==> src/oic_pkg.sv <==
package oic_pkg;

  // ----------------------------------------------------------------------
  // Addressing and framing
  // ----------------------------------------------------------------------
  localparam logic [5:0] ADDR_UPPER    = 6'h1e;
  localparam int         CO_BIT        = 7;
  localparam int         DC_BIT        = 6;
  localparam int         MSB_BIT       = 7;
  localparam logic       RW_READ       = 1'h1;
  localparam logic [3:0] BIT_LAST      = 4'h8;
  localparam logic [3:0] BIT_FIRST_TX  = 4'h1;
  localparam logic [3:0] BIT_NONE      = 4'h0;

  // ----------------------------------------------------------------------
  // Commands and reset values
  // ----------------------------------------------------------------------
  localparam logic [7:0] CMD_CONTRAST  = 8'h81;
  localparam logic [7:0] CMD_OLED_ON   = 8'h79;
  localparam logic [7:0] CMD_OLED_OFF  = 8'h78;
  localparam logic [7:0] CONTRAST_RST  = 8'h7f;
  localparam logic [7:0] CONTRAST_MIN  = 8'h01;
  localparam logic [7:0] CONTRAST_ZERO = 8'h00;

  // ----------------------------------------------------------------------
  // Sizes
  // ----------------------------------------------------------------------
  localparam int         COL_WIDTH     = 7;
  localparam logic [6:0] COL_RST       = 7'h00;
  localparam logic [6:0] COL_STEP      = 7'h01;
  localparam int         WORD_WIDTH    = 9;
  localparam int         FIFO_DEPTH    = 8;

  typedef enum logic [2:0] {
    ST_IDLE,
    ST_ADDR,
    ST_ADDR_ACK,
    ST_RX,
    ST_RX_ACK,
    ST_TX,
    ST_TX_ACK
  } oic_state_e;

endpackage

==> src/oic_stream_if.sv <==
`timescale 1ns/1ns
interface oic_stream_if #(
  parameter int WIDTH = 9
);
  logic [WIDTH-1:0] data;
  logic             valid;
  logic             ready;

  modport src (output data, output valid, input ready);
  modport snk (input data, input valid, output ready);
endinterface
==> src/oic_command_port.sv <==
`timescale 1ns/1ns
module oic_command_port (
  input  wire logic                           clk,
  input  wire logic                           rst,
  input  wire logic                           scl_in,
  output logic                                scl_out,
  output logic                                scl_oe,
  input  wire logic                           sda_in,
  output logic                                sda_out,
  output logic                                sda_oe,
  input  wire logic                           addr_select_pin,
  output logic                                ram_wr_en,
  output logic [oic_pkg::COL_WIDTH-1:0]       ram_wr_addr,
  output logic [7:0]                          ram_wr_data,
  input  wire logic                           ram_wr_ready,
  output logic                                cmd_valid,
  output logic [7:0]                          cmd_byte,
  output logic [7:0]                          contrast_level,
  output logic                                oled_cmdset_enable
);

  // ----------------------------------------------------------------------
  // Pin synchronisers and edge detection
  // ----------------------------------------------------------------------
  logic [1:0] scl_sync_r;
  logic [1:0] sda_sync_r;
  logic [1:0] sel_sync_r;
  logic       scl_prev_r;
  logic       sda_prev_r;
  logic       scl_s;
  logic       sda_s;
  logic       scl_rise;
  logic       scl_fall;
  logic       start_cond;
  logic       stop_cond;

  always_ff @(posedge clk or posedge rst) begin
    if (rst) begin
      scl_sync_r <= 2'h3;
      sda_sync_r <= 2'h3;
      sel_sync_r <= 2'h0;
      scl_prev_r <= 1'h1;
      sda_prev_r <= 1'h1;
    end else begin
      scl_sync_r <= {scl_sync_r[0], scl_in};
      sda_sync_r <= {sda_sync_r[0], sda_in};
      sel_sync_r <= {sel_sync_r[0], addr_select_pin};
      scl_prev_r <= scl_sync_r[1];
      sda_prev_r <= sda_sync_r[1];
    end
  end

  always_comb begin
    scl_s      = scl_sync_r[1];
    sda_s      = sda_sync_r[1];
    scl_rise   = scl_s && !scl_prev_r;
    scl_fall   = !scl_s && scl_prev_r;
    start_cond = scl_s && scl_prev_r && sda_prev_r && !sda_s;
    stop_cond  = scl_s && scl_prev_r && !sda_prev_r && sda_s;
  end

  // ----------------------------------------------------------------------
  // Received word buffer
  // ----------------------------------------------------------------------
  oic_stream_if #(.WIDTH(oic_pkg::WORD_WIDTH)) rx_if ();
  oic_stream_if #(.WIDTH(oic_pkg::WORD_WIDTH)) dec_if ();

  oic_fifo #(
    .WIDTH (oic_pkg::WORD_WIDTH),
    .DEPTH (oic_pkg::FIFO_DEPTH)
  ) u_fifo (
    .clk (clk),
    .rst (rst),
    .wr  (rx_if.snk),
    .rd  (dec_if.src)
  );

  // ----------------------------------------------------------------------
  // Bus protocol engine
  // ----------------------------------------------------------------------
  oic_pkg::oic_state_e state_r;
  oic_pkg::oic_state_e state_nxt;
  logic [3:0]          cnt_r;
  logic [3:0]          cnt_nxt;
  logic [7:0]          shift_r;
  logic [7:0]          shift_nxt;
  logic                rw_r;
  logic                rw_nxt;
  logic                expect_ctrl_r;
  logic                expect_ctrl_nxt;
  logic                stream_r;
  logic                stream_nxt;
  logic                dc_r;
  logic                dc_nxt;
  logic                sda_oe_r;
  logic                sda_oe_nxt;
  logic                push_r;
  logic                push_nxt;
  logic [8:0]          push_data_r;
  logic [8:0]          push_data_nxt;
  logic [7:0]          status_byte;
  logic [6:0]          own_addr;
  logic                oled_cmdset_enable_r;
  logic [6:0]          col_r;

  always_comb begin
    state_nxt       = state_r;
    cnt_nxt         = cnt_r;
    shift_nxt       = shift_r;
    rw_nxt          = rw_r;
    expect_ctrl_nxt = expect_ctrl_r;
    stream_nxt      = stream_r;
    dc_nxt          = dc_r;
    sda_oe_nxt      = sda_oe_r;
    push_nxt        = push_r;
    push_data_nxt   = push_data_r;
    own_addr        = {oic_pkg::ADDR_UPPER, sel_sync_r[1]};
    status_byte     = {oled_cmdset_enable_r, col_r};
    if (push_r && rx_if.ready) begin
      push_nxt = 1'h0;
    end
    if (start_cond) begin
      state_nxt  = oic_pkg::ST_ADDR;
      cnt_nxt    = oic_pkg::BIT_NONE;
      sda_oe_nxt = 1'h0;
    end else if (stop_cond) begin
      state_nxt  = oic_pkg::ST_IDLE;
      sda_oe_nxt = 1'h0;
    end else begin
      case (state_r)
        oic_pkg::ST_IDLE: begin
          sda_oe_nxt = 1'h0;
        end
        oic_pkg::ST_ADDR, oic_pkg::ST_RX: begin
          if (scl_rise) begin
            shift_nxt = {shift_r[6:0], sda_s};
            cnt_nxt   = cnt_r + 4'h1;
          end else if (scl_fall && cnt_r == oic_pkg::BIT_LAST) begin
            if (state_r == oic_pkg::ST_ADDR) begin
              if (shift_r[7:1] == own_addr) begin
                rw_nxt     = shift_r[0];
                sda_oe_nxt = 1'h1;
                state_nxt  = oic_pkg::ST_ADDR_ACK;
              end else begin
                state_nxt = oic_pkg::ST_IDLE;
              end
            end else begin
              sda_oe_nxt = 1'h1;
              state_nxt  = oic_pkg::ST_RX_ACK;
              if (expect_ctrl_r) begin
                dc_nxt          = shift_r[oic_pkg::DC_BIT];
                expect_ctrl_nxt = 1'h0;
                stream_nxt      = !shift_r[oic_pkg::CO_BIT];
              end else begin
                push_nxt        = 1'h1;
                push_data_nxt   = {dc_r, shift_r};
                expect_ctrl_nxt = !stream_r;
              end
            end
          end
        end
        oic_pkg::ST_ADDR_ACK: begin
          if (scl_fall) begin
            if (rw_r == oic_pkg::RW_READ) begin
              shift_nxt  = status_byte;
              sda_oe_nxt = !status_byte[oic_pkg::MSB_BIT];
              cnt_nxt    = oic_pkg::BIT_FIRST_TX;
              state_nxt  = oic_pkg::ST_TX;
            end else begin
              sda_oe_nxt      = 1'h0;
              cnt_nxt         = oic_pkg::BIT_NONE;
              expect_ctrl_nxt = 1'h1;
              stream_nxt      = 1'h0;
              state_nxt       = oic_pkg::ST_RX;
            end
          end
        end
        oic_pkg::ST_RX_ACK: begin
          if (scl_fall) begin
            sda_oe_nxt = 1'h0;
            cnt_nxt    = oic_pkg::BIT_NONE;
            state_nxt  = oic_pkg::ST_RX;
          end
        end
        oic_pkg::ST_TX: begin
          if (scl_fall) begin
            if (cnt_r == oic_pkg::BIT_LAST) begin
              sda_oe_nxt = 1'h0;
              state_nxt  = oic_pkg::ST_TX_ACK;
            end else begin
              shift_nxt  = {shift_r[6:0], 1'h0};
              sda_oe_nxt = !shift_r[6];
              cnt_nxt    = cnt_r + 4'h1;
            end
          end
        end
        oic_pkg::ST_TX_ACK: begin
          if (scl_rise && sda_s) begin
            state_nxt = oic_pkg::ST_IDLE;
          end else if (scl_fall) begin
            shift_nxt  = status_byte;
            sda_oe_nxt = !status_byte[oic_pkg::MSB_BIT];
            cnt_nxt    = oic_pkg::BIT_FIRST_TX;
            state_nxt  = oic_pkg::ST_TX;
          end
        end
        default: begin
          state_nxt  = oic_pkg::ST_IDLE;
          sda_oe_nxt = 1'h0;
        end
      endcase
    end
    rx_if.valid = push_r;
    rx_if.data  = push_data_r;
  end

  always_ff @(posedge clk or posedge rst) begin
    if (rst) begin
      state_r       <= oic_pkg::ST_IDLE;
      cnt_r         <= oic_pkg::BIT_NONE;
      shift_r       <= 8'h00;
      rw_r          <= 1'h0;
      expect_ctrl_r <= 1'h1;
      stream_r      <= 1'h0;
      dc_r          <= 1'h0;
      sda_oe_r      <= 1'h0;
      push_r        <= 1'h0;
      push_data_r   <= 9'h000;
    end else begin
      state_r       <= state_nxt;
      cnt_r         <= cnt_nxt;
      shift_r       <= shift_nxt;
      rw_r          <= rw_nxt;
      expect_ctrl_r <= expect_ctrl_nxt;
      stream_r      <= stream_nxt;
      dc_r          <= dc_nxt;
      sda_oe_r      <= sda_oe_nxt;
      push_r        <= push_nxt;
      push_data_r   <= push_data_nxt;
    end
  end

  // ----------------------------------------------------------------------
  // Clock stretch from each data byte's acknowledge until the buffer takes the byte
  // ----------------------------------------------------------------------
  logic scl_oe_r;
  logic scl_oe_nxt;

  always_comb begin
    scl_oe_nxt = (state_nxt == oic_pkg::ST_RX_ACK) && push_nxt &&
                 !scl_s;
  end

  always_ff @(posedge clk or posedge rst) begin
    if (rst) begin
      scl_oe_r <= 1'h0;
    end else begin
      scl_oe_r <= scl_oe_nxt;
    end
  end

  // ----------------------------------------------------------------------
  // Command and data decoder
  // ----------------------------------------------------------------------
  logic       oled_cmdset_enable_nxt;
  logic [7:0] contrast_r;
  logic [7:0] contrast_nxt;
  logic       contrast_pend_r;
  logic       contrast_pend_nxt;
  logic [6:0] col_nxt;
  logic       ram_wr_en_r;
  logic       ram_wr_en_nxt;
  logic [6:0] ram_wr_addr_r;
  logic [6:0] ram_wr_addr_nxt;
  logic [7:0] ram_wr_data_r;
  logic [7:0] ram_wr_data_nxt;
  logic       cmd_valid_r;
  logic       cmd_valid_nxt;
  logic [7:0] cmd_byte_r;
  logic [7:0] cmd_byte_nxt;
  logic       take;
  logic       word_dc;
  logic [7:0] word_byte;

  always_comb begin
    oled_cmdset_enable_nxt = oled_cmdset_enable_r;
    contrast_nxt           = contrast_r;
    contrast_pend_nxt      = contrast_pend_r;
    col_nxt                = col_r;
    ram_wr_en_nxt          = ram_wr_en_r && !ram_wr_ready;
    ram_wr_addr_nxt        = ram_wr_addr_r;
    ram_wr_data_nxt        = ram_wr_data_r;
    cmd_valid_nxt          = 1'h0;
    cmd_byte_nxt           = cmd_byte_r;
    dec_if.ready           = !(ram_wr_en_r && !ram_wr_ready);
    take                   = dec_if.valid && dec_if.ready;
    word_dc                = dec_if.data[8];
    word_byte              = dec_if.data[7:0];
    if (take) begin
      if (word_dc) begin
        ram_wr_en_nxt   = 1'h1;
        ram_wr_addr_nxt = col_r;
        ram_wr_data_nxt = word_byte;
        col_nxt         = col_r + oic_pkg::COL_STEP;
      end else if (contrast_pend_r) begin
        contrast_pend_nxt = 1'h0;
        contrast_nxt      = (word_byte == oic_pkg::CONTRAST_ZERO) ?
                            oic_pkg::CONTRAST_MIN : word_byte;
      end else begin
        cmd_valid_nxt = 1'h1;
        cmd_byte_nxt  = word_byte;
        if (word_byte == oic_pkg::CMD_OLED_ON) begin
          oled_cmdset_enable_nxt = 1'h1;
        end else if (word_byte == oic_pkg::CMD_OLED_OFF) begin
          oled_cmdset_enable_nxt = 1'h0;
        end else if (word_byte == oic_pkg::CMD_CONTRAST &&
                     oled_cmdset_enable_r) begin
          contrast_pend_nxt = 1'h1;
        end
      end
    end
  end

  always_ff @(posedge clk or posedge rst) begin
    if (rst) begin
      oled_cmdset_enable_r <= 1'h0;
      contrast_r           <= oic_pkg::CONTRAST_RST;
      contrast_pend_r      <= 1'h0;
      col_r                <= oic_pkg::COL_RST;
      ram_wr_en_r          <= 1'h0;
      ram_wr_addr_r        <= oic_pkg::COL_RST;
      ram_wr_data_r        <= 8'h00;
      cmd_valid_r          <= 1'h0;
      cmd_byte_r           <= 8'h00;
    end else begin
      oled_cmdset_enable_r <= oled_cmdset_enable_nxt;
      contrast_r           <= contrast_nxt;
      contrast_pend_r      <= contrast_pend_nxt;
      col_r                <= col_nxt;
      ram_wr_en_r          <= ram_wr_en_nxt;
      ram_wr_addr_r        <= ram_wr_addr_nxt;
      ram_wr_data_r        <= ram_wr_data_nxt;
      cmd_valid_r          <= cmd_valid_nxt;
      cmd_byte_r           <= cmd_byte_nxt;
    end
  end

  // ----------------------------------------------------------------------
  // Outputs
  // ----------------------------------------------------------------------
  logic drive_low_r;

  always_ff @(posedge clk or posedge rst) begin
    if (rst) begin
      drive_low_r <= 1'h0;
    end else begin
      drive_low_r <= 1'h0;
    end
  end

  always_comb begin
    scl_out            = drive_low_r;
    scl_oe             = scl_oe_r;
    sda_out            = drive_low_r;
    sda_oe             = sda_oe_r;
    ram_wr_en          = ram_wr_en_r;
    ram_wr_addr        = ram_wr_addr_r;
    ram_wr_data        = ram_wr_data_r;
    cmd_valid          = cmd_valid_r;
    cmd_byte           = cmd_byte_r;
    contrast_level     = contrast_r;
    oled_cmdset_enable = oled_cmdset_enable_r;
  end
endmodule

==> src/oic_fifo.sv <==
`timescale 1ns/1ns
module oic_fifo #(
  parameter int WIDTH = 9,
  parameter int DEPTH = 8
) (
  input  wire logic  clk,
  input  wire logic  rst,
  oic_stream_if.snk  wr,
  oic_stream_if.src  rd
);
  localparam int AW = $clog2(DEPTH);

  logic [WIDTH-1:0] mem_r [DEPTH];
  logic [AW:0]      wptr_r;
  logic [AW:0]      wptr_nxt;
  logic [AW:0]      rptr_r;
  logic [AW:0]      rptr_nxt;
  logic             full;
  logic             empty;
  logic             do_wr;
  logic             do_rd;

  // ----------------------------------------------------------------------
  // Pointers and flags
  // ----------------------------------------------------------------------
  always_comb begin
    empty    = (wptr_r == rptr_r);
    full     = (wptr_r[AW-1:0] == rptr_r[AW-1:0]) &&
               (wptr_r[AW] != rptr_r[AW]);
    do_wr    = wr.valid && !full;
    do_rd    = rd.ready && !empty;
    wptr_nxt = do_wr ? wptr_r + 1'b1 : wptr_r;
    rptr_nxt = do_rd ? rptr_r + 1'b1 : rptr_r;
    wr.ready = !full;
    rd.valid = !empty;
    rd.data  = mem_r[rptr_r[AW-1:0]];
  end

  always_ff @(posedge clk or posedge rst) begin
    if (rst) begin
      wptr_r <= '0;
      rptr_r <= '0;
    end else begin
      wptr_r <= wptr_nxt;
      rptr_r <= rptr_nxt;
    end
  end

  always_ff @(posedge clk) begin
    if (do_wr) begin
      mem_r[wptr_r[AW-1:0]] <= wr.data;
    end
  end
endmodule

==> config.mk <==
export PLATFORM = sky130hd
export DESIGN_NAME = oic_command_port
export DESIGN_NICKNAME = d
export VERILOG_FILES = /design/src/oic_pkg.sv /design/src/oic_stream_if.sv /design/src/oic_command_port.sv /design/src/oic_fifo.sv
export SDC_FILE = /design/constraint.sdc
export NUM_CORES = 1
export LEC_CHECK = 0
export BUFFER_PORTS_ARGS = -buffer_cell sky130_fd_sc_hd__buf_4
export CAP_MARGIN = 20
export CORE_MARGIN = 10
export CORE_UTILIZATION = 35
export CTS_CLUSTER_SIZE = 10
export DETAILED_ROUTE_END_ITERATION = 16
export SETUP_SLACK_MARGIN = 0.3
export SYNTH_ARGS = -nofsm -noshare
export SYNTH_HDL_FRONTEND = slang
export SYNTH_HIERARCHICAL = 1
export SYNTH_SLANG_ARGS = --single-unit
export TNS_END_PERCENT = 50
==> constraint.sdc <==
create_clock -name clk -period 2.9 [get_ports clk]
set_clock_uncertainty 0.1 [all_clocks]
set_input_delay 0.58 -clock clk [delete_from_list [all_inputs] [get_ports clk]]
set_output_delay 0.58 -clock clk [all_outputs]
set_load 0.01 [all_outputs]
==> metrics.md, run 1 <==
| Metric | Value |
|---|---|
| Status | `completed` |
| Storage cell area | `4410 sq um` |
| GRT Util Overall | `between 10% and 20%` |
| Final Cycle Share | `87.3%` |
| Routed via count | `4116` |
| H-tree depth | `4` |
| Vias in the first global route | `4419` |
| DR WL met3 | `between 700 and 800 um` |
| Post-route ant nets | `0` |
| Final Max Tran Viols | `0` |
| Most common cell in the netlist | `dfrtp_1` |
| Post-synth top flop | `dfrtp_1` |
| Cells along the critical path | `buf_12 -> mux4_2 -> mux2_2 -> or4_1 -> nor2_2 -> nand4_1 -> o31ai_2` |
| Inserted Clock Buffers | `17` |
| M1 WL | `6530 um` |
| Area post-placement | `about 7800 sq um` |
| Ys Warns | `6` |
| Number of synthesized flops with an enable pin | `72` |
| CP arrival | `2.76 ns` |
| Layout cells sized above 1 | `38.3%` |
| Die Y-Extent | `162 um` |
| Final Hold Viols | `0` |
| Worst path slowest cell | `or4_1` |
| Max Fclk | `395 MHz` |
| Non-Filler Instances | `roughly 820` |
| Placed cells | `787` |
| Total power | `0.00496 W` |
| Die X | `around 160 um` |
| CORE AREA | `between 20000 and 25000 sq um` |
| Max-slew headroom | `55.3%` |
| Critical path type | `register to register` |
| Total gr overflow | `0` |
| Finished Core Util | `between 40% and 50%` |
| Initial DRC count | `199` |
| RePlAce Congestion | `0.884` |
| Seq cells post-synth | `161` |
| RSZ-0062 raised after global routing | `true` |
| Max Buffers Root-to-Sink | `2` |
| Die area | `~26000 sq um` |
| DR vias/cell | `5.00` |
| Drt total wl | `14600 um` |
| Max Cap Viol | `0` |
| Gate Count Post-Synth | `475` |
| Clock sinks | `161` |
| Critical Path Sink Type | `register` |
| DR pass1 iterations | `4` |
| Largest net degree at the start of global routing | `61` |
| CTS tree | `built` |
| Met2 WL post-DR | `7340 um` |
| Syn-to-layout area delta | `19.0%` |
| Dpl hpwl | `10100 um` |
| Setup crit start kind | `register` |
| Setup TNS | `0 ns` |
| Hold buffer count at cts | `0` |
| I/O Buffers | `41` |
| Multi-input logic area | `2520 sq um` |
| Tightest Hold Check Type | `input pin to async pin` |
| Critical Path RT | `about 3.1 ns` |
| Post-synthesis sequential area ratio | `~62%` |
| Netlist cell types | `69` |
| Largest stage delay on the critical path | `approximately 0.54 ns` |
| Worst-Margin Slew | `0.668 ns` |
| N_diodes | `0` |
| CP Max Fanout | `12` |
| Initial Util | `35.3%` |
| Clk Latency, worst-skew pair | `0.42 ns` |
| LEAKAGE | `3.48 nW` |
| Final setup violation count | `0` |
| Worst VDD drop | `0.000404 V` |
| Synth top area share | `30.5%` |
| Synthesized area per cell | `around 15 sq um` |
| DRC viols | `0` |
| Commonest cells post-synth | `75 x dfrtp_1, 72 x edfxtp_1, 52 x mux2_2` |
| Crit path time final | `~2.5 ns` |
| Nets | `~550` |
| Design Area, Final | `8440 sq um` |
| CTS root buf | `clkbuf_16` |
| Initial antenna violation count | `0` |
| Top post-synthesis cells by area | `edfxtp_1 30%, dfrtp_1 26%, mux2_2 8.3%, mux4_2 5.7%, dfstp_2 5.2%` |
| Largest area contributor in the netlist | `edfxtp_1` |
| Worst-path clk slew | `0.07 ns` |
| Cell Area, Synth | `around 7000 sq um` |
| IO Count | `44` |
| Row count | `52` |
| PD cells | `587 nW/um^2` |
| DR top layer | `met4` |
| DR WL/cell | `17.8 um` |
| Fillers | `1810` |
| Asr flop ratio synth | `55.3%` |
| First-pass GRT wire length | `24100 um` |
state kept, by name (all words and copies together) (netlist names), 7 cells and up:
signal and flops:
push_data_r 9, ram_wr_addr 7, col_r 7, shift_r 8
ram_wr_data 8, contrast_level 8, cmd_byte 8, u_fifo/mem_r 72
routing by layer:
layer  global-route usage (%)  up-vias
met5                        0        -
met4                     2.48        0
met1                     14.9     2111
li1                         -     1922
met2                     18.9       79
met3                     3.34        4
layout by cell type, fill, tap and decap left out, types with 9 or more instances in the layout:
cell type,synthesis,final
dfrtp_1,75,74
nand3_1,9,9
nor3_1,9,9
nor2_1,17,15
dfstp_2,14,14
clkbuf_16,0,17
xnor2_1,9,9
mux4_2,18,18
edfxtp_1,72,72
buf_4,4,65
mux2i_1,10,10
mux2_2,52,52
nand2_1,33,33
o21ai_0,15,15
area by class of cell:
type	count	area share, %
clock inverter	14	1.47
sequential	161	52.2
inverter	7	0.356
clock buffer	18	5.20
timing repair buffer	69	6.88
tap	270	4.00
multi-input combinational	284	29.9
power breakdown:
group / switching, W / internal [W]
clock: 0.000917 / 0.00122
sequential: 0.0000758 / 0.00243
combinational: 0.000190 / 0.000132
stage by stage:
stage / setup WS [ns] / hold slack, ns
global route: 0.223 / 0.0696
CTS: 0.313 / 0.0452
global placement: 0.308 / 0.242
detailed placement: 0.259 / 0.237
finish: 0.369 / 0.0418
floorplan: 0.296 / 0.231
critical path, delay by kind of cell, from the launching register on:
family / cells / cell delay, ns
and+or+nand+nor: 3 / 0.77
buffers and inverters: 1 / 0.17
muxes: 2 / 0.80
DFF: 1 / 0.39
AOI/OAI and AO/OA: 1 / 0.19
kinds of logic (layout without fill, tap and decap cells):
| kind of cell | Yosys count | after routing | synth area share [%] |
|---|---|---|---|
| mux | 82 | 82 | 15.8 |
| compound gates | 53 | 53 | 6.21 |
| fa+ha+maj | 5 | 5 | 0.882 |
| flops | 161 | 161 | 62.1 |
| buf+inv | 31 | 108 | 2.52 |
| other cells | 1 | 2 | 0.0529 |
| simple gates | 122 | 122 | 9.63 |
| xor+xnor | 20 | 20 | 2.79 |
path summary, 6_finish.rpt:
check | cells past startpoint | endpoint | from | slack, ns
setup reg to reg | 7 | contrast_pend_r | u_fifo/rptr_r[0] | 0.37
hold reg to reg | 0 | sel_sync_r[1] | sel_sync_r[0] | 0.25
setup / recovery | 7 | contrast_pend_r | u_fifo/rptr_r[0] | 0.37
min in group clk | 1 | scl_sync_r[0] | scl_in | 0.17
hold / removal | 2 | u_fifo/wptr_r[3] | rst | 0.04
max in group asynchronous | 3 | contrast_level[6] | rst | 1.84
timing repair:
item                                    4_1_cts  5_1_grt
pin swaps                                     0        0
buffers inserted                              1        2
cloned                                        1        0
gates resized for setup                       1        3
endpoints found under the setup margin       10       19
Note: power is estimated with default switching activity, not from simulation.
==> run 2: changes to the inputs <==
==> constraint.sdc (replaced) <==
create_clock -name clk -period 2.9 [get_ports clk]
set_clock_uncertainty 0.1 [all_clocks]
set_input_delay 0.435 -clock clk [delete_from_list [all_inputs] [get_ports clk]]
set_output_delay 0.435 -clock clk [all_outputs]
set_load 0.01 [all_outputs]
==> run 2 against run 1 <==
Effect of this change:
- via count rose by 1.6%
- combinational power fell by 6%
- critical endpoint unchanged
- sequential share of layout area fell by 0.58 points
- die area did not move
- largest power group unchanged
- count of clock-buffer cells in the layout rose by 1
- largest cell class unchanged
- sequential power barely moved
==> metrics.md, run 2 (synthesis results as in run 1) <==
| Metric | Value |
|---|---|
| Status | `completed` |
| Most frequent cells in the layout | `73 x dfrtp_1, 72 x edfxtp_1, 68 x buf_4` |
| Dpl hpwl | `9930 um (-1.2%)` |
| Initial antenna violation count | `0 (unchanged)` |
| Clock share of power | `42.4% (-0.7 points)` |
| Finished Core Util | `42.5% (+0.49 points)` |
| Initial Util | `35.3% (unchanged)` |
| M2 GR Usage | `18.8% (about the same)` |
| GRT Util Overall | `11.4% (-0.16 points)` |
| Setup TNS | `0 ns (unchanged)` |
| Reg power frac | `51.4% (+1.0 points)` |
| Total gr overflow | `0 (unchanged)` |
| RePlAce Congestion | `0.825 (-6.7%)` |
| Syn-to-layout area delta | `20.4%` |
| Setup ws final | `0.335 ns (-0.0342 ns)` |
| Pre-CTS setup slack | `0.168 ns (-0.0912 ns)` |
| Die Y-Extent | `162 um (unchanged)` |
| Sw power | `0.00118 W (-0.10%)` |
| Final Cycle Share | `88.5% (+1.2 points)` |
| Clk Latency, worst-skew pair | `0.42 ns (about the same)` |
| Switch share | `24.2% (+0.31 points)` |
| Max Fclk | `390 MHz (-1.3%)` |
| R2R setup slack | `0.33 ns (-0.03 ns)` |
| Layer with the highest usage | `met2` |
| Setup crit start kind | `register` |
| Max Buffers Root-to-Sink | `2 (unchanged)` |
| Layout cells sized above 1 | `38.8% (+0.41 points)` |
| N_diodes | `0 (unchanged)` |
| Max-slew headroom | `36.4% (-19 points)` |
| Critical Path Sink Type | `register` |
| CORE AREA | `20100 sq um (unchanged)` |
| Commonest non-fill, non-tap cell in the layout | `dfrtp_1` |
| Vias in the first global route | `4322 (-2.2%)` |
| Tightest Hold Check Type | `input pin to register` |
| Internal | `0.00371 W (-1.8%)` |
| First-pass GRT wire length | `23700 um (-2.0%)` |
| Final Hold Viols | `0 (unchanged)` |
| Max reg flops | `72 (unchanged)` |
| Drt total wl | `14600 um (about the same)` |
| Row count | `52 (unchanged)` |
| Inserted Clock Buffers | `17 (unchanged)` |
| RSZ-0062 raised after global routing | `true` |
| Critical Path RT | `3.13 ns (about the same)` |
| PD cells | `573 nW/um^2 (-2.5%)` |
| CP Max Fanout | `5 (-7)` |
| Initial DRC count | `285 (+43%)` |
| Routed via count | `4183 (+1.6%)` |
| Crit path time final | `2.57 ns (+0.0342 ns)` |
| Die X | `162 um (unchanged)` |
| DR WL/cell | `17.6 um (-0.86%)` |
| Largest stage delay on the critical path | `0.51 ns (-0.03 ns)` |
| Max Cap Viol | `0 (unchanged)` |
| IO Count | `44 (unchanged)` |
| CTS root buf | `clkbuf_16` |
| Critical path type | `register to register` |
| Nets | `558 (+1.3%)` |
| Die area | `26400 sq um (unchanged)` |
| H-tree depth | `4 (unchanged)` |
| DRC viols | `0 (unchanged)` |
| Final setup violation count | `0 (unchanged)` |
| Final Max Tran Viols | `0 (unchanged)` |
| Worst path slowest cell | `or4_4` |
| Share of total power in combinational logic | `6.2% (-0.3 points)` |
| Met3 usage | `3.01% (-0.33 points)` |
| Worst VDD drop | `0.000393 V (-2.9%)` |
| DR vias/cell | `5.04 (+0.77%)` |
| I/O Buffers | `41 (unchanged)` |
| LEAKAGE | `3.53 nW (+1.3%)` |
| Post-route ant nets | `0 (unchanged)` |
| Largest net degree at the start of global routing | `82 (+34%)` |
| Worst-path clk slew | `0.06 ns (about the same)` |
| CTS tree | `built` |
| CP arrival | `2.79 ns (+0.03 ns)` |
| Cells along the critical path | `clkbuf_16 -> mux4_2 -> mux2_2 -> or4_4 -> nor2_4 -> nand4_1 -> o31ai_1` |
| Global routing usage on met1 | `14.3% (-0.53 points)` |
| Clock sinks | `161 (unchanged)` |
| Worst-Margin Slew | `0.951 ns (+0.283 ns)` |
| DR pass1 iterations | `4 (unchanged)` |
-- run 2: what timing repair did --
item / in CTS / in global routing
resized for setup: 2 / 10
gates cloned: 1 / 1
hold endpoints to repair: 8 / 1
pin swaps: 0 / 4
setup endpoints to repair: 19 / 11
setup buffers: 1 / 7
hold buffers: 1 / 1
-- run 2: path summary, 6_finish.rpt --
path | cells after the start | endpoint | startpoint
worst max-delay path | 7 | contrast_pend_r | u_fifo/rptr_r[0]
worst min-delay path | 1 | scl_sync_r[0] | scl_in
worst max register to register | 7 | contrast_pend_r | u_fifo/rptr_r[0]
worst min register to register | 0 | sel_sync_r[1] | sel_sync_r[0]
max in group asynchronous | 4 | scl_sync_r[1] | rst
min in group asynchronous | 3 | u_fifo/wptr_r[3] | rst
-- run 2: power by group through the flow --
stage	combinational (W)	clock, W	sequential [W]
after detailed placement	0.000306	0	0.00256
after floorplan	0.000273	0	0.00251
after global placement	0.000294	0	0.00255
after CTS	0.000308	0.00213	0.00251
final	0.000303	0.00207	0.00251
after global routing	0.000347	0.00224	0.00252
-- run 2: area by class of cell --
cell class / count / area (sq um)
repair buffers: 76 / 663
clock buffers: 19 / 454
well taps: 270 / 338
fillers: 1787 / 11600
clock inverters: 13 / 97.6
flip-flops and latches: 161 / 4410
inverters: 7 / 27.5
multi-input cells: 284 / 2550
-- run 2: critical path, delay by kind of cell, from the launching register on --
family,cells,cell delay (ns)
multiplexers,2,0.82
AND/OR/NAND/NOR,3,0.73
AO/OA/AOI/OAI,1,0.23
buffers and inverters,1,0.17
flip-flops,1,0.43
-- run 2: layer usage --
layer,wire length (um),part of all wire [%]
met2,7430,51
met4,155,1.1
met5,0,0
met1,6520,45
met3,531,3.6
-- run 2: per-stage QoR --
stage	hold WS [ns]	cells	power, W	instance area (sq um)
after floorplan	0.151	476	0.00278	7100
after global placement	0.236	786	0.00285	7810
after detailed placement	0.244	786	0.00286	7810
after CTS	0.00483	821	0.00495	8410
after global routing	0.00608	830	0.00511	8540
final	0.0247	830	0.00489	8540
==> run 3: changes to the inputs <==
- CTS_BUF_LIST: unset -> sky130_fd_sc_hd__clkbuf_8
==> run 3 against run 2 <==
Effect of this change:
- cell count is 0.36% higher
- maximum frequency decreased by 1.1%
- first-iteration DRC count increased by 1.4%
- non-clock buffer count is 3 higher
- clock power decreased by 26%
- count of clock-buffer cells in the layout shrank 2
- via count rose by 0.24%
- cell area fell by 1.9%
- global-route usage about the same
- sequential share of layout area up 0.99 points
- register-to-register slack lost 0.03 ns
- sequential cell count stayed put
==> metrics.md, run 3 (synthesis results as in run 1) <==
| Metric | Value |
|---|---|
| Status | `completed` |
| Final Hold Viols | `0 (unchanged)` |
| Commonest non-fill, non-tap cell in the layout | `dfrtp_1` |
| Crit path max-delay family | `multiplexers` |
| Initial DRC count | `289 (+1.4%)` |
| IO Count | `44 (unchanged)` |
| Largest net degree at the start of global routing | `82 (unchanged)` |
| Setup TNS | `0 ns (unchanged)` |
| Layout cells sized above 1 | `38.5% (-0.21 points)` |
| Total gr overflow | `0 (unchanged)` |
| Reg2Reg Depth | `7 (unchanged)` |
| Inserted Clock Buffers | `17 (unchanged)` |
| RePlAce Congestion | `0.825 (unchanged)` |
| Hold depth | `0 (-1)` |
| Die Y-Extent | `162 um (unchanged)` |
| DRC viols | `0 (unchanged)` |
| Post-route ant nets | `0 (unchanged)` |
| Non-Filler Instances | `833 (+0.36%)` |
| Max Buffers Root-to-Sink | `2 (unchanged)` |
| Worst-Margin Slew | `0.934 ns (-0.0175 ns)` |
| Syn-to-layout area delta | `18.1%` |
| Cells along the critical path | `buf_12 -> mux4_2 -> mux2_4 -> or4_4 -> nor2_4 -> nand4_1 -> o31ai_1` |
| Setup crit start kind | `register` |
| Max Cap Viol | `0 (unchanged)` |
| Critical Path RT | `3.15 ns (+0.02 ns)` |
| Drt total wl | `14700 um (+0.37%)` |
| DR WL/cell | `17.6 um (about the same)` |
| Critical Path Sink Type | `register` |
| CP Depth | `7 (unchanged)` |
| CORE AREA | `20100 sq um (unchanged)` |
| Critical path type | `register to register` |
| Largest stage delay on the critical path | `0.55 ns (+0.04 ns)` |
| Die X | `162 um (unchanged)` |
| DR vias/cell | `5.03 (-0.12%)` |
| Placed cells | `786 (unchanged)` |
| I/O Buffers | `41 (unchanged)` |
| H-tree depth | `4 (unchanged)` |
| PD cells | `520 nW/um^2 (-9.3%)` |
| GRT Util Overall | `11.4% (about the same)` |
| Clk Latency, worst-skew pair | `0.44 ns (+0.02 ns)` |
| Tightest Hold Check Type | `register to register` |
| Final Max Tran Viols | `0 (unchanged)` |
| Nets | `561 (+0.54%)` |
| N_diodes | `0 (unchanged)` |
| Final Cycle Share | `89.4% (+0.95 points)` |
| LEAKAGE | `3.46 nW (-1.9%)` |
| Final setup violation count | `0 (unchanged)` |
| Max Fclk | `386 MHz (-1.1%)` |
| Buf/Inv on CP | `1 (unchanged)` |
| Worst-path clk slew | `0.09 ns (+0.03 ns)` |
| Max-slew headroom | `37.5% (+1.2 points)` |
| Initial Util | `35.3% (unchanged)` |
| Max reg flops | `72 (unchanged)` |
| CP Max Fanout | `6 (+1)` |
| Die area | `26400 sq um (unchanged)` |
| DR pass1 iterations | `4 (unchanged)` |
| CP arrival | `2.84 ns (+0.05 ns)` |
| Most frequent cells in the layout | `73 x dfrtp_1, 72 x edfxtp_1, 69 x buf_4` |
| Routed via count | `4193 (+0.24%)` |
| Vias in the first global route | `4333 (+0.25%)` |
| Worst path slowest cell | `or4_4` |
| Initial antenna violation count | `0 (unchanged)` |
| Worst VDD drop | `0.000364 V (-7.3%)` |
| Dpl hpwl | `9930 um (unchanged)` |
| CTS tree | `built` |
| Crit path time final | `2.59 ns (+0.0274 ns)` |
| CTS root buf | `clkbuf_8` |
| Clock sinks | `161 (unchanged)` |
| RSZ-0062 raised after global routing | `true` |
| Row count | `52 (unchanged)` |
| First-pass GRT wire length | `23700 um (+0.11%)` |
[run 3: final timing paths]
check                                 startpoint          endpoint  slack (ns)
worst max register to register  u_fifo/rptr_r[0]   contrast_pend_r        0.31
worst min register to register     sel_sync_r[0]     sel_sync_r[1]        0.26
worst max-delay path            u_fifo/rptr_r[0]   contrast_pend_r        0.31
min in group asynchronous                    rst  u_fifo/wptr_r[3]        0.42
max in group asynchronous                    rst     scl_sync_r[1]        1.76
worst min-delay path               sel_sync_r[0]     sel_sync_r[1]        0.26
[run 3: routing by layer]
metal,GRT usage [%],vias up,part of all wire (%)
li1,-,1934,-
met1,14.2,2146,43
met2,19.0,93,51
met3,2.70,20,4.9
met4,3.60,0,1.4
met5,0,-,0
[run 3: report_power, final]
group          internal (W)  switching [W]
Clock              0.000687       0.000850
Sequential          0.00242      0.0000894
Combinational      0.000127       0.000178
[run 3: final cells by class]
| type | count | area [sq um] |
|---|---|---|
| clock buffer | 17 | 234 |
| clock inverter | 15 | 131 |
| fill | 1812 | 11700 |
| inverter | 7 | 27.5 |
| multi-input combinational | 284 | 2550 |
| sequential | 161 | 4410 |
| tap | 270 | 338 |
| timing repair buffer | 79 | 691 |
[run 3: timing repair]
action / CTS / global route
buffers inserted: 1 / 8
hold endpoints to repair: 31 / 0
setup endpoints to repair: 19 / 11
hold buffers: 4 / 0
cloned: 1 / 1
resized for setup: 2 / 9
pin swaps: 0 / 3
[run 3: stage by stage]
stage                     power (W)  utilization, %  cell area [sq um]  worst slack [ns]  hold slack, ns
final                       0.00435            41.7               8380             0.307           0.258
after global routing        0.00456            41.7               8380             0.182           0.267
after CTS                   0.00440            41.1               8260             0.302           0.259
after detailed placement    0.00286            38.8               7810             0.168           0.244
after global placement      0.00285            38.8               7810             0.205           0.236
after floorplan             0.00278               -               7100             0.308           0.151
